`src/shared/flash_host_pkg.sv`:
```
// flash_host_pkg: command codes, bus widths and strobe timing for the flash bus host
// assumes a 250 MHz system clock; the flash itself has no clock
package flash_host_pkg;
  localparam int unsigned CLK_PERIOD_NS   = 4;
  localparam int unsigned ADDR_W          = 18;
  localparam int unsigned DATA_W          = 16;
  localparam logic [7:0]  CMD_READ_ARRAY  = 8'hFF;
  localparam logic [7:0]  CMD_IDENTIFY    = 8'h90;
  localparam logic [7:0]  CMD_READ_STATUS = 8'h70;
  localparam logic [7:0]  CMD_CLEAR_STAT  = 8'h50;
  localparam logic [7:0]  CMD_ERASE_SETUP = 8'h20;
  localparam logic [7:0]  CMD_CONFIRM     = 8'hD0;
  localparam logic [7:0]  CMD_WRITE_SETUP = 8'h40;
  localparam logic [7:0]  CMD_WRITE_ALT   = 8'h10;
  localparam logic [7:0]  CMD_SUSPEND     = 8'hB0;
  localparam int unsigned READY_BIT       = 7;
  // strobe phase lengths, rounded up to whole cycles
  localparam int unsigned SETUP_NS        = 20;
  localparam int unsigned STROBE_NS       = 80;
  localparam int unsigned HOLD_NS         = 20;
  localparam int unsigned SETUP_CYC  = (SETUP_NS + CLK_PERIOD_NS - 1) / CLK_PERIOD_NS;
  localparam int unsigned STROBE_CYC = (STROBE_NS + CLK_PERIOD_NS - 1) / CLK_PERIOD_NS;
  localparam int unsigned HOLD_CYC   = (HOLD_NS + CLK_PERIOD_NS - 1) / CLK_PERIOD_NS;
  localparam logic [7:0]  SETUP_CNT  = 8'(SETUP_CYC);
  localparam logic [7:0]  STROBE_CNT = 8'(STROBE_CYC);
  localparam logic [7:0]  HOLD_CNT   = 8'(HOLD_CYC);
  typedef enum logic [1:0] {OP_READ, OP_COMMAND, OP_WRITE} op_t;
endpackage : flash_host_pkg

```
`src/logic/phase_timer.sv`:
```
// phase_timer: down counter that pulses done when a loaded count expires
// assumes load and count come from logic on the same clock
`timescale 1ns/1ns
module phase_timer
  import flash_host_pkg::*;
(
  input  wire logic       sys_clk_i,
  input  wire logic       rst_b_i,
  input  wire logic       load_i,
  input  wire logic [7:0] count_i,
  output logic            done_o
);
  logic [7:0] cnt_q;
  logic [7:0] cnt_d;
  logic       done_d;
  logic       done_q;

  // reload wins over counting so a phase never ends early
  always_comb
  begin
    cnt_d  = cnt_q;
    done_d = 1'b0;
    if (load_i)
      cnt_d = count_i;
    else if (cnt_q != 8'h00)
    begin
      cnt_d  = cnt_q - 8'h01;
      done_d = (cnt_q == 8'h01);
    end
  end

  always_ff @(posedge sys_clk_i or negedge rst_b_i)
  begin
    if (!rst_b_i)
    begin
      cnt_q  <= 8'h00;
      done_q <= 1'b0;
    end
    else
    begin
      cnt_q  <= cnt_d;
      done_q <= done_d;
    end
  end

  assign done_o = done_q;
endmodule : phase_timer

```
`src/logic/flash_bus_host.sv`:
```
// flash_bus_host: drives the flash's chip select, output enable and write strobes
// assumes one user request at a time and the flash pins wired directly to the ports
//
// Contract
// - array read: write strobe high, select and enable low, data follows address
// - status latches on later falling strobe; toggle a strobe to refresh it
// - command: enable high, select and strobe low, code on low byte
// - array write needs program voltage and enable high, width per select; the host drives no program voltage pin
// - write setup code must come in the cycle just before array data
// - never issue reserved or unlisted codes
`timescale 1ns/1ns
module flash_bus_host
  import flash_host_pkg::*;
(
  input  wire logic              sys_clk_i,
  input  wire logic              rst_b_i,
  input  wire logic              req_i,
  input  wire op_t               op_i,
  input  wire logic [ADDR_W-1:0] addr_i,
  input  wire logic [DATA_W-1:0] wdata_i,
  input  wire logic              word_mode_i,
  input  wire logic              byte_lsb_i,
  input  wire logic              boot_unlock_i,
  output logic                   busy_o,
  output logic                   done_o,
  output logic                   refused_o,
  output logic [DATA_W-1:0]      rdata_o,
  output logic                   engine_ready_o,
  output logic                   chip_sel_n_o,
  output logic                   out_en_n_o,
  output logic                   wr_en_n_o,
  output logic                   width_sel_o,
  output logic                   write_protect_o,
  output logic [ADDR_W-1:0]      addr_o,
  output logic [DATA_W-1:0]      dq_o,
  output logic [DATA_W-1:0]      dq_oe_n_o,
  input  wire logic [DATA_W-1:0] dq_i
);
  typedef enum {S_IDLE, S_SETUP, S_STROBE, S_HOLD} state_t;

  state_t              st_q, st_d;
  op_t                 op_q, op_d;
  logic                wsetup_q, wsetup_d;
  logic [DATA_W-1:0]   dq_s1_q, dq_s2_q;
  logic                cs_n_q, cs_n_d, oe_n_q, oe_n_d, we_n_q, we_n_d;
  logic                done_q, done_d, ref_q, ref_d, byte_q, byte_d, wp_q, wp_d;
  logic [ADDR_W-1:0]   addr_q, addr_d;
  logic [DATA_W-1:0]   dout_q, dout_d, doe_n_q, doe_n_d, rdata_q, rdata_d;
  logic                rdy_q, rdy_d, busy_q, busy_d;
  logic                tload;
  logic [7:0]          tcount;
  logic                tdone;
  logic [7:0]          code;
  logic                legal;

  phase_timer u_timer (
    .sys_clk_i (sys_clk_i),
    .rst_b_i   (rst_b_i),
    .load_i    (tload),
    .count_i   (tcount),
    .done_o    (tdone)
  );

  // only listed codes go out; anything else is refused at the port
  assign code  = wdata_i[7:0];
  assign legal = (code == CMD_READ_ARRAY) || (code == CMD_IDENTIFY)
              || (code == CMD_READ_STATUS) || (code == CMD_CLEAR_STAT)
              || (code == CMD_ERASE_SETUP) || (code == CMD_CONFIRM)
              || (code == CMD_WRITE_SETUP) || (code == CMD_WRITE_ALT)
              || (code == CMD_SUSPEND);

  // data pins cross in through two flops before use
  always_ff @(posedge sys_clk_i or negedge rst_b_i)
  begin
    if (!rst_b_i)
    begin
      dq_s1_q <= 16'h0000;
      dq_s2_q <= 16'h0000;
    end
    else
    begin
      dq_s1_q <= dq_i;
      dq_s2_q <= dq_s1_q;
    end
  end

  // bus cycle sequencer: setup, strobe low, strobe high, hold
  always_comb
  begin
    st_d     = st_q;
    op_d     = op_q;
    wsetup_d = wsetup_q;
    cs_n_d   = cs_n_q;
    oe_n_d   = oe_n_q;
    we_n_d   = we_n_q;
    addr_d   = addr_q;
    dout_d   = dout_q;
    doe_n_d  = doe_n_q;
    byte_d   = byte_q;
    wp_d     = wp_q;
    rdata_d  = rdata_q;
    rdy_d    = rdy_q;
    done_d   = 1'b0;
    ref_d    = 1'b0;
    tload    = 1'b0;
    tcount   = SETUP_CNT;
    case (st_q)
      S_IDLE:
      begin
        if (req_i)
        begin
          // a data write with no setup just before it is refused
          if ((op_i == OP_COMMAND && !legal) || (op_i == OP_WRITE && !wsetup_q))
            ref_d = 1'b1;
          else
          begin
            op_d   = op_i;
            byte_d = word_mode_i;
            wp_d   = boot_unlock_i;
            addr_d = addr_i;
            cs_n_d = 1'b0;
            tload  = 1'b1;
            st_d   = S_SETUP;
            if (op_i == OP_READ)
              doe_n_d = 16'hFFFF;
            else
            begin
              doe_n_d = 16'h0000;
              if (op_i == OP_COMMAND)
              begin
                // code rides the low byte only, so lines 8 to 15 float in byte mode too
                dout_d  = {8'h00, code};
                doe_n_d = 16'hFF00;
              end
              else if (word_mode_i)
                dout_d = wdata_i;
              else
              begin
                // line 15 carries the low address bit, 8 to 14 float
                dout_d  = {byte_lsb_i, 7'h00, wdata_i[7:0]};
                doe_n_d = 16'h7F00;
              end
            end
            if (op_i == OP_READ && !word_mode_i)
            begin
              dout_d  = {byte_lsb_i, 15'h0000};
              doe_n_d = 16'h7FFF;
            end
          end
        end
      end
      S_SETUP:
      begin
        if (tdone)
        begin
          // strobe falls late so status latches fresh each cycle
          if (op_q == OP_READ)
            oe_n_d = 1'b0;
          else
            we_n_d = 1'b0;
          tload  = 1'b1;
          tcount = STROBE_CNT;
          st_d   = S_STROBE;
        end
      end
      S_STROBE:
      begin
        if (tdone)
        begin
          if (op_q == OP_READ)
          begin
            rdata_d = byte_q ? dq_s2_q : {8'h00, dq_s2_q[7:0]};
            rdy_d   = dq_s2_q[READY_BIT];
          end
          // write strobe rises first, so the flash latches here
          oe_n_d = 1'b1;
          we_n_d = 1'b1;
          tload  = 1'b1;
          tcount = HOLD_CNT;
          st_d   = S_HOLD;
        end
      end
      S_HOLD:
      begin
        if (tdone)
        begin
          cs_n_d  = 1'b1;
          doe_n_d = 16'hFFFF;
          done_d  = 1'b1;
          st_d    = S_IDLE;
          if (op_q == OP_COMMAND)
            wsetup_d = (dout_q[7:0] == CMD_WRITE_SETUP) || (dout_q[7:0] == CMD_WRITE_ALT);
          else
            wsetup_d = 1'b0;
        end
      end
      default:
        st_d = S_IDLE;
    endcase
    busy_d = (st_d != S_IDLE);
  end

  // all pins idle inactive; flash starts in array read after reset
  always_ff @(posedge sys_clk_i or negedge rst_b_i)
  begin
    if (!rst_b_i)
    begin
      st_q     <= S_IDLE;
      op_q     <= OP_READ;
      wsetup_q <= 1'b0;
      cs_n_q   <= 1'b1;
      oe_n_q   <= 1'b1;
      we_n_q   <= 1'b1;
      addr_q   <= '0;
      dout_q   <= 16'h0000;
      doe_n_q  <= 16'hFFFF;
      byte_q   <= 1'b1;
      wp_q     <= 1'b0;
      rdata_q  <= 16'h0000;
      rdy_q    <= 1'b0;
      done_q   <= 1'b0;
      ref_q    <= 1'b0;
      busy_q   <= 1'b0;
    end
    else
    begin
      st_q     <= st_d;
      op_q     <= op_d;
      wsetup_q <= wsetup_d;
      cs_n_q   <= cs_n_d;
      oe_n_q   <= oe_n_d;
      we_n_q   <= we_n_d;
      addr_q   <= addr_d;
      dout_q   <= dout_d;
      doe_n_q  <= doe_n_d;
      byte_q   <= byte_d;
      wp_q     <= wp_d;
      rdata_q  <= rdata_d;
      rdy_q    <= rdy_d;
      done_q   <= done_d;
      ref_q    <= ref_d;
      busy_q   <= busy_d;
    end
  end

  assign busy_o          = busy_q;
  assign done_o          = done_q;
  assign refused_o       = ref_q;
  assign rdata_o         = rdata_q;
  assign engine_ready_o  = rdy_q;
  assign chip_sel_n_o    = cs_n_q;
  assign out_en_n_o      = oe_n_q;
  assign wr_en_n_o       = we_n_q;
  assign width_sel_o     = byte_q;
  assign write_protect_o = wp_q;
  assign addr_o          = addr_q;
  assign dq_o            = dout_q;
  assign dq_oe_n_o       = doe_n_q;
endmodule : flash_bus_host

```
`config.mk`:
```
export PLATFORM = sky130hd
export DESIGN_NAME = flash_bus_host
export DESIGN_NICKNAME = d
export VERILOG_FILES = /design/src/shared/flash_host_pkg.sv /design/src/logic/phase_timer.sv /design/src/logic/flash_bus_host.sv
export SDC_FILE = /design/constraint.sdc
export NUM_CORES = 1
export LEC_CHECK = 0
export BUFFER_PORTS_ARGS = -buffer_cell sky130_fd_sc_hd__buf_4
export CORE_MARGIN = 8
export CORE_UTILIZATION = 35
export DETAILED_ROUTE_END_ITERATION = 12
export GPL_TIMING_DRIVEN = 0
export PLACE_DENSITY_LB_ADDON = 0.3
export SLEW_MARGIN = 25
export SYNTH_ARGS = -nofsm -noshare
export SYNTH_HDL_FRONTEND = slang
export SYNTH_SLANG_ARGS = --single-unit
```
`constraint.sdc`:
```
create_clock -name sys_clk_i -period 2.1 [get_ports sys_clk_i]
set_input_delay 0.21 -clock sys_clk_i [delete_from_list [all_inputs] [get_ports sys_clk_i]]
set_output_delay 0.21 -clock sys_clk_i [all_outputs]
set_load 0.005 [all_outputs]
```
==> results of run 1 <==
-- cell type report --
type / instances / area [sq um] / area share (%)
inverter: 12 / 45.0 / 0.588
timing repair buffer: 183 / 1530 / 20.0
buffer: 25 / 185 / 2.42
multi-input combinational: 215 / 1630 / 21.3
clock buffer: 18 / 439 / 5.74
sequential: 137 / 3440 / 44.9
tap: 184 / 230 / 3.01
clock inverter: 14 / 160 / 2.09
-- synthesized netlist by cell type (all sizes together) (2+ instances only) --
| cell | instances |
|---|---|
| and4b | 2 |
| nor4b | 3 |
| or2 | 3 |
| o22a | 3 |
| o2bb2ai | 9 |
| o21ai | 4 |
| o41ai | 3 |
| mux2i | 8 |
| nand3 | 5 |
| nor4 | 8 |
| a22o | 7 |
| or4b | 2 |
| xor2 | 5 |
| nand2 | 26 |
| inv | 12 |
| nor2 | 17 |
| buf | 22 |
| and3 | 2 |
| nand3b | 2 |
| clkbuf | 3 |
| ha | 3 |
| a21oi | 5 |
| nand4 | 3 |
| nor3 | 7 |
| or3b | 2 |
| a31oi | 3 |
| mux2 | 31 |
| o21a | 2 |
| xnor2 | 5 |
| dfrtp | 130 |
| dfstp | 7 |
| nor3b | 2 |
-- layout by cell type (no fill, tap or decap), types with 9 or more instances in the layout --
master         instances
dlygate4sd3_1         39
inv_1                 12
buf_4                154
clkbuf_16             17
o2bb2ai_1              9
mux2_1                25
nand2_1               26
nor2_1                16
dfrtp_1              130
conb_1                30
-- flip-flops by register name, summed over array words and instances, names as in the netlist, 2 cells and up --
register / count
rdata_o: 16
addr_o: 18
dq_o: 16
dq_s2_q: 16
dq_s1_q: 16
u_timer.cnt_q: 8
st_q: 32
op_q: 2
dq_oe_n_o: 3
-- through the flow --
| step | cells | utilization [%] | setup TNS (ns) |
|---|---|---|---|
| after floorplan | 389 | - | 0 |
| after global placement | 705 | 44.7 | -6.39 |
| after detailed placement | 706 | 44.9 | -7.50 |
| after CTS | 782 | 52.5 | 0 |
| after global routing | 788 | 53.3 | -0.496 |
| final | 788 | 53.3 | 0 |
-- path summary, 6_finish.rpt --
path / startpoint / end / slack, ns
max reg2reg: st_q[28] / rdata_o[3] / 0.10
min reg2reg: dq_s1_q[7] / dq_s2_q[7] / 0.35
max in group asynchronous: rst_b_i / wr_en_n_o / 1.04
min: wdata_i[8] / dq_o[8] / 0.02
max: st_q[28] / rdata_o[3] / 0.10
min in group asynchronous: rst_b_i / dq_s1_q[4] / 0.29
-- kinds of logic (layout without fill, tap and decap cells) --
family | count (synthesis) | after routing | synth area share [%]
other cells | 1 | 30 | 0.0737
flops | 137 | 137 | 67.6
mux | 39 | 39 | 8.44
simple gates | 87 | 87 | 9.84
xor+xnor | 10 | 10 | 1.72
buf+inv | 37 | 252 | 4.28
compound gates | 46 | 46 | 7.33
fa+ha+maj | 3 | 3 | 0.738
-- report_power, final --
| group | switching (mW) | internal [mW] |
|---|---|---|
| combinational | 0.130 | 0.151 |
| sequential | 0.0227 | 2.70 |
| clock | 1.19 | 1.81 |
| total | 1.34 | 4.67 |
-- metal layers --
layer	vias to the layer above	share of wire [%]	routed length (microns)	track usage [%]
met5	-	0	0	0
li1	1686	-	-	-
met4	0	1.8	207	6.53
met1	1752	40	4700	14.8
met2	113	50	5890	21.5
met3	13	8.5	1010	5.10
-- repair_timing --
action / 4_1_cts / 5_1_grt
hold buffers: 39 / 0
hold endpoints to repair: 83 / 0
buffers inserted: 5 / 6
gates resized for setup: 8 / 18
pin swaps: 2 / 4
endpoints found under the setup margin: 57 / 59
==> results_dict.tcl, run 1 <==
set metrics [dict create \
    status "finished, final reports clean" \
    drt_first_pass_iters 4 \
    period_share_pct 95.2 \
    vias 3564 \
    drive_above_1_share_pct 37.7 \
    crit_top_cell "buf_6" \
    die-width_microns 137 \
    setup_viol 0 \
    synth_ff_type "dfrtp_1" \
    cap_viol_max_count 0 \
    required_ns 2.40 \
    cts.sinks 137 \
    area_delta_synth_final_pct 50.5 \
    drv_slew 0 \
    netlist_area_sq_mm 0.00509 \
    num-nets-final 652 \
    ys_ff_latch 137 \
    drt-total-wl_microns 11800 \
    vias_per_cell 4.52 \
    cpPeakStageDelay_ns 0.40 \
    syn_avg_cell_area_sq_um 14.1 \
    rsz0062_at_grt "true" \
    grt_util_all_layers_pct 13.2 \
    nFillCells 1182 \
    startpoint_type "flip-flop" \
    htree_levels 4 \
    boundaryPins 133 \
    cts_root_buf "clkbuf_16" \
    hold_ws_ns 0.0193 \
    grt.overflow.total 0 \
    synthArstFlopShare_pct 100 \
    antenna_found_initial 0 \
    powerDensity_mw_per_mm2 785 \
    crit_chain "nor4_4, nand4_1, or2_1, buf_6, nor3_4, buf_6, mux2_1" \
    synth_top_area_share_pct 64.0 \
    cts_buffers 17 \
    grt_pass1_vias 3827 \
    p_leak_nw 3.72 \
    cpMaxStageDelayCell "dfrtp_1" \
    wl_per_cell_microns 15.0 \
    ys_top_cells_by_area "dfrtp_1, mux2_1, dfstp_2" \
    detailedPlace.worstSlack_ns -0.370 \
    hp-class "input port to flip-flop" \
    endpoint_kind "flip-flop" \
    initial_core_util_pct 35.4 \
    synth_edf_count 0 \
    die_area_sq_mm 0.0186 \
    grt_pass1_wl_microns 19000 \
    antenna_left 0 \
    ys_seq_area_share_pct 67.6 \
    ys_types 58 \
    synth-warning-count 0 \
    finalHoldViolCount 0 \
    placement.cell_area_sq_mm 0.00645 \
    fmax_ghz 0.500 \
    place_hpwl_microns 7920 \
    grt_max_degree 93 \
    path_depth 7 \
    cts_tree "yes" \
    clk_latency_ns 0.42 \
    die_h_microns 137 \
    arrival_ns 2.30 \
    critical-path-top-delay-family "simple AND/OR/NAND/NOR gates" \
    drt_iter0_markers 201 \
    cp_max_fo 7 \
    globalplace.congestion 0.755 \
    worst_r2r_path_depth 7 \
    rows 44 \
    hold_depth 2 \
    relSlewSlack_pct 61.8 \
    yosysTopAreaCell "dfrtp_1" \
    fin_crit_ns 2.00 \
    clock_skew_ns 0.00840 \
    diodes 0 \
    worst_slew_pin_slew_ns 0.571 \
    p_total_mw 6.01 \
    ir_worst_vdd_mv 0.484 \
    layout_setup_ws_ns 0.100 \
    critical_path_buf_inv_count 2 \
    core_area_sq_mm 0.0144 \
    fin_area_sq_mm 0.00765 \
    netlist_instances 360 \
    post-route-drc-count 0 \
    critPathKind "flip-flop to flip-flop" \
    cts_buffer_depth 2 \
    portBuffers 132 \
    clkSlewWorstSetupHoldPaths_ns 0.06 \
]
Power figures use the tool's default switching activity.
==> run 2: changes to the inputs <==
--- a/config.mk
+++ b/config.mk
@@ -6,6 +6,7 @@
 export NUM_CORES = 1
 export LEC_CHECK = 0
 export BUFFER_PORTS_ARGS = -buffer_cell sky130_fd_sc_hd__buf_4
+export CORE_ASPECT_RATIO = 1.4
 export CORE_MARGIN = 8
 export CORE_UTILIZATION = 35
 export DETAILED_ROUTE_END_ITERATION = 12
==> run 2 against run 1 <==
The flow now finishes with violations (setup timing). Critical path depth unchanged. Clock-buffer cell count up 2. Clock skew about the same. Via count down 1.2%. Sequential share of layout area up 0.051 points. Worst hold slack worse by 0.0029 ns. Setup slack worse by 0.14 ns. Final cell count down 1.1%. Sequential power about the same. Clock power down 5%. Register-to-register slack worse by 0.14 ns. Global-route usage down 0.097 points. Critical path type unchanged. Critical endpoint is now rdata_o[5].
==> results_dict.tcl, run 2 (synthesized netlist as in run 1, its figures left out) <==
set metrics [dict create \
    status "complete, but fails checks" \
    failed_checks "setup timing" \
    num-nets-final 638 \
    cap_viol_max_count 0 \
    cp_max_fo 6 \
    grt_pass1_wl_microns 19400 \
    hold_ws_ns 0.0164 \
    nFillCells 1233 \
    fin_crit_ns 2.14 \
    cts_buffer_depth 2 \
    powerDensity_mw_per_mm2 762 \
    cts_tree "yes" \
    largest_reg_flops 32 \
    area_delta_synth_final_pct 50.3 \
    clkSlewWorstSetupHoldPaths_ns 0.06 \
    die_h_microns 159 \
    p_leak_nw 3.73 \
    diodes 0 \
    vias 3523 \
    wl_per_cell_microns 15.8 \
    reg2reg_slack_ns -0.04 \
    grt_pass1_vias 3852 \
    post-route-drc-count 0 \
    final_common_cell "buf_4" \
    cts.sinks 137 \
    final_cell_mix "buf_4, dfrtp_1, conb_1" \
    fmax_ghz 0.467 \
    grt_max_degree 81 \
    drt-total-wl_microns 12300 \
    fin_area_sq_mm 0.00765 \
    arrival_ns 2.43 \
    critPathKind "flip-flop to flip-flop" \
    rows 52 \
    drv_slew 0 \
    portBuffers 132 \
    htree_levels 4 \
    required_ns 2.39 \
    grt.overflow.total 0 \
    clk_latency_ns 0.40 \
    antenna_left 0 \
    initial_core_util_pct 35.5 \
    clock_skew_ns 0.00820 \
    rsz0062_at_grt "true" \
    p_total_mw 5.82 \
    cts_buffers 17 \
    boundaryPins 133 \
    antenna_found_initial 0 \
    startpoint_type "flip-flop" \
    place_hpwl_microns 8490 \
    die-width_microns 118 \
    die_area_sq_mm 0.0187 \
    placement.cell_area_sq_mm 0.00646 \
    cts_root_buf "clkbuf_16" \
    layout_setup_ws_ns -0.0407 \
    hp-class "input port to flip-flop" \
    ir_worst_vdd_mv 0.569 \
    endpoint_kind "flip-flop" \
    detailedPlace.worstSlack_ns -0.387 \
    setup_viol 8 \
    drt_iter0_markers 161 \
    grt_util_all_layers_pct 13.1 \
    largest-register "st_q" \
    vias_per_cell 4.52 \
    drive_above_1_share_pct 43.4 \
    finalHoldViolCount 0 \
    globalplace.congestion 0.793 \
    period_share_pct 102 \
    core_area_sq_mm 0.0143 \
    drt_first_pass_iters 4 \
]
-- run 2: cell count changes in the layout (fill, tap and decap cells not counted), sizes merged --
cell | before | now
dlygate4sd3 | 39 | 17
clkinvlp | 2 | 6
clkbuf | 22 | 24
clkinv | 3 | 2
buf | 165 | 173
inv | 19 | 15
bufinv | 2 | 1
-- run 2: final cells by class --
type	count	area, sq um	share of cell area (%)
Buffer	25	203	2.65
Clock buffer	20	467	6.10
Clock inverter	12	115	1.51
Inverter	12	45.0	0.589
Multi-Input combinational cell	215	1710	22.4
Sequential cell	137	3440	45.0
Tap cell	189	236	3.09
Timing Repair Buffer	169	1430	18.7
-- run 2: stage by stage --
stage | utilization (%) | instances | TNS, ns
detailed placement | 45.1 | 711 | -12.27
finish | 53.4 | 779 | -0.275
global placement | 44.9 | 710 | -10.61
floorplan | - | 389 | 0
global route | 53.4 | 779 | -4.51
CTS | 51.0 | 764 | -0.345
-- run 2: routing by layer --
metal  vias up  track usage, %  part of all wire [%]
met5         -               0                     0
met4         0            6.00                   1.5
met3         9            3.83                   4.8
met2       112            23.8                    55
met1      1746            13.8                    39
li1       1656               -                     -
-- run 2: worst paths after layout --
| kind | start | to | cells after the start |
|---|---|---|---|
| max in group asynchronous | rst_b_i | chip_sel_n_o | 3 |
| min | addr_i[3] | addr_o[3] | 2 |
| max reg2reg | st_q[27] | rdata_o[5] | 7 |
| min reg2reg | dq_s1_q[6] | dq_s2_q[6] | 0 |
| max | st_q[27] | rdata_o[5] | 7 |
| min in group asynchronous | rst_b_i | dq_s2_q[2] | 2 |
-- run 2: where the power goes --
part           switching [mW]  total (mW)  internal (mW)
clock                    1.11        2.84           1.73
sequential             0.0243        2.73           2.71
combinational           0.127       0.256          0.129
total                    1.26        5.82           4.57
-- run 2: critical path, cell delays in order (launching register included) --
cell and delay, ns:
dfrtp_1 0.39, nor4_2 0.32, nand4_1 0.19, or2_1 0.25, buf_6 0.13, nor3_4 0.25
buf_6 0.19, mux2_4 0.31
-- run 2: repair_timing --
action,4_1_cts,5_1_grt
hold buffers,17,0
gates resized for setup,10,48
pin swaps,5,9
gates cloned,0,2
setup buffers,4,13
hold endpoints to repair,69,0
endpoints found under the setup margin,58,62
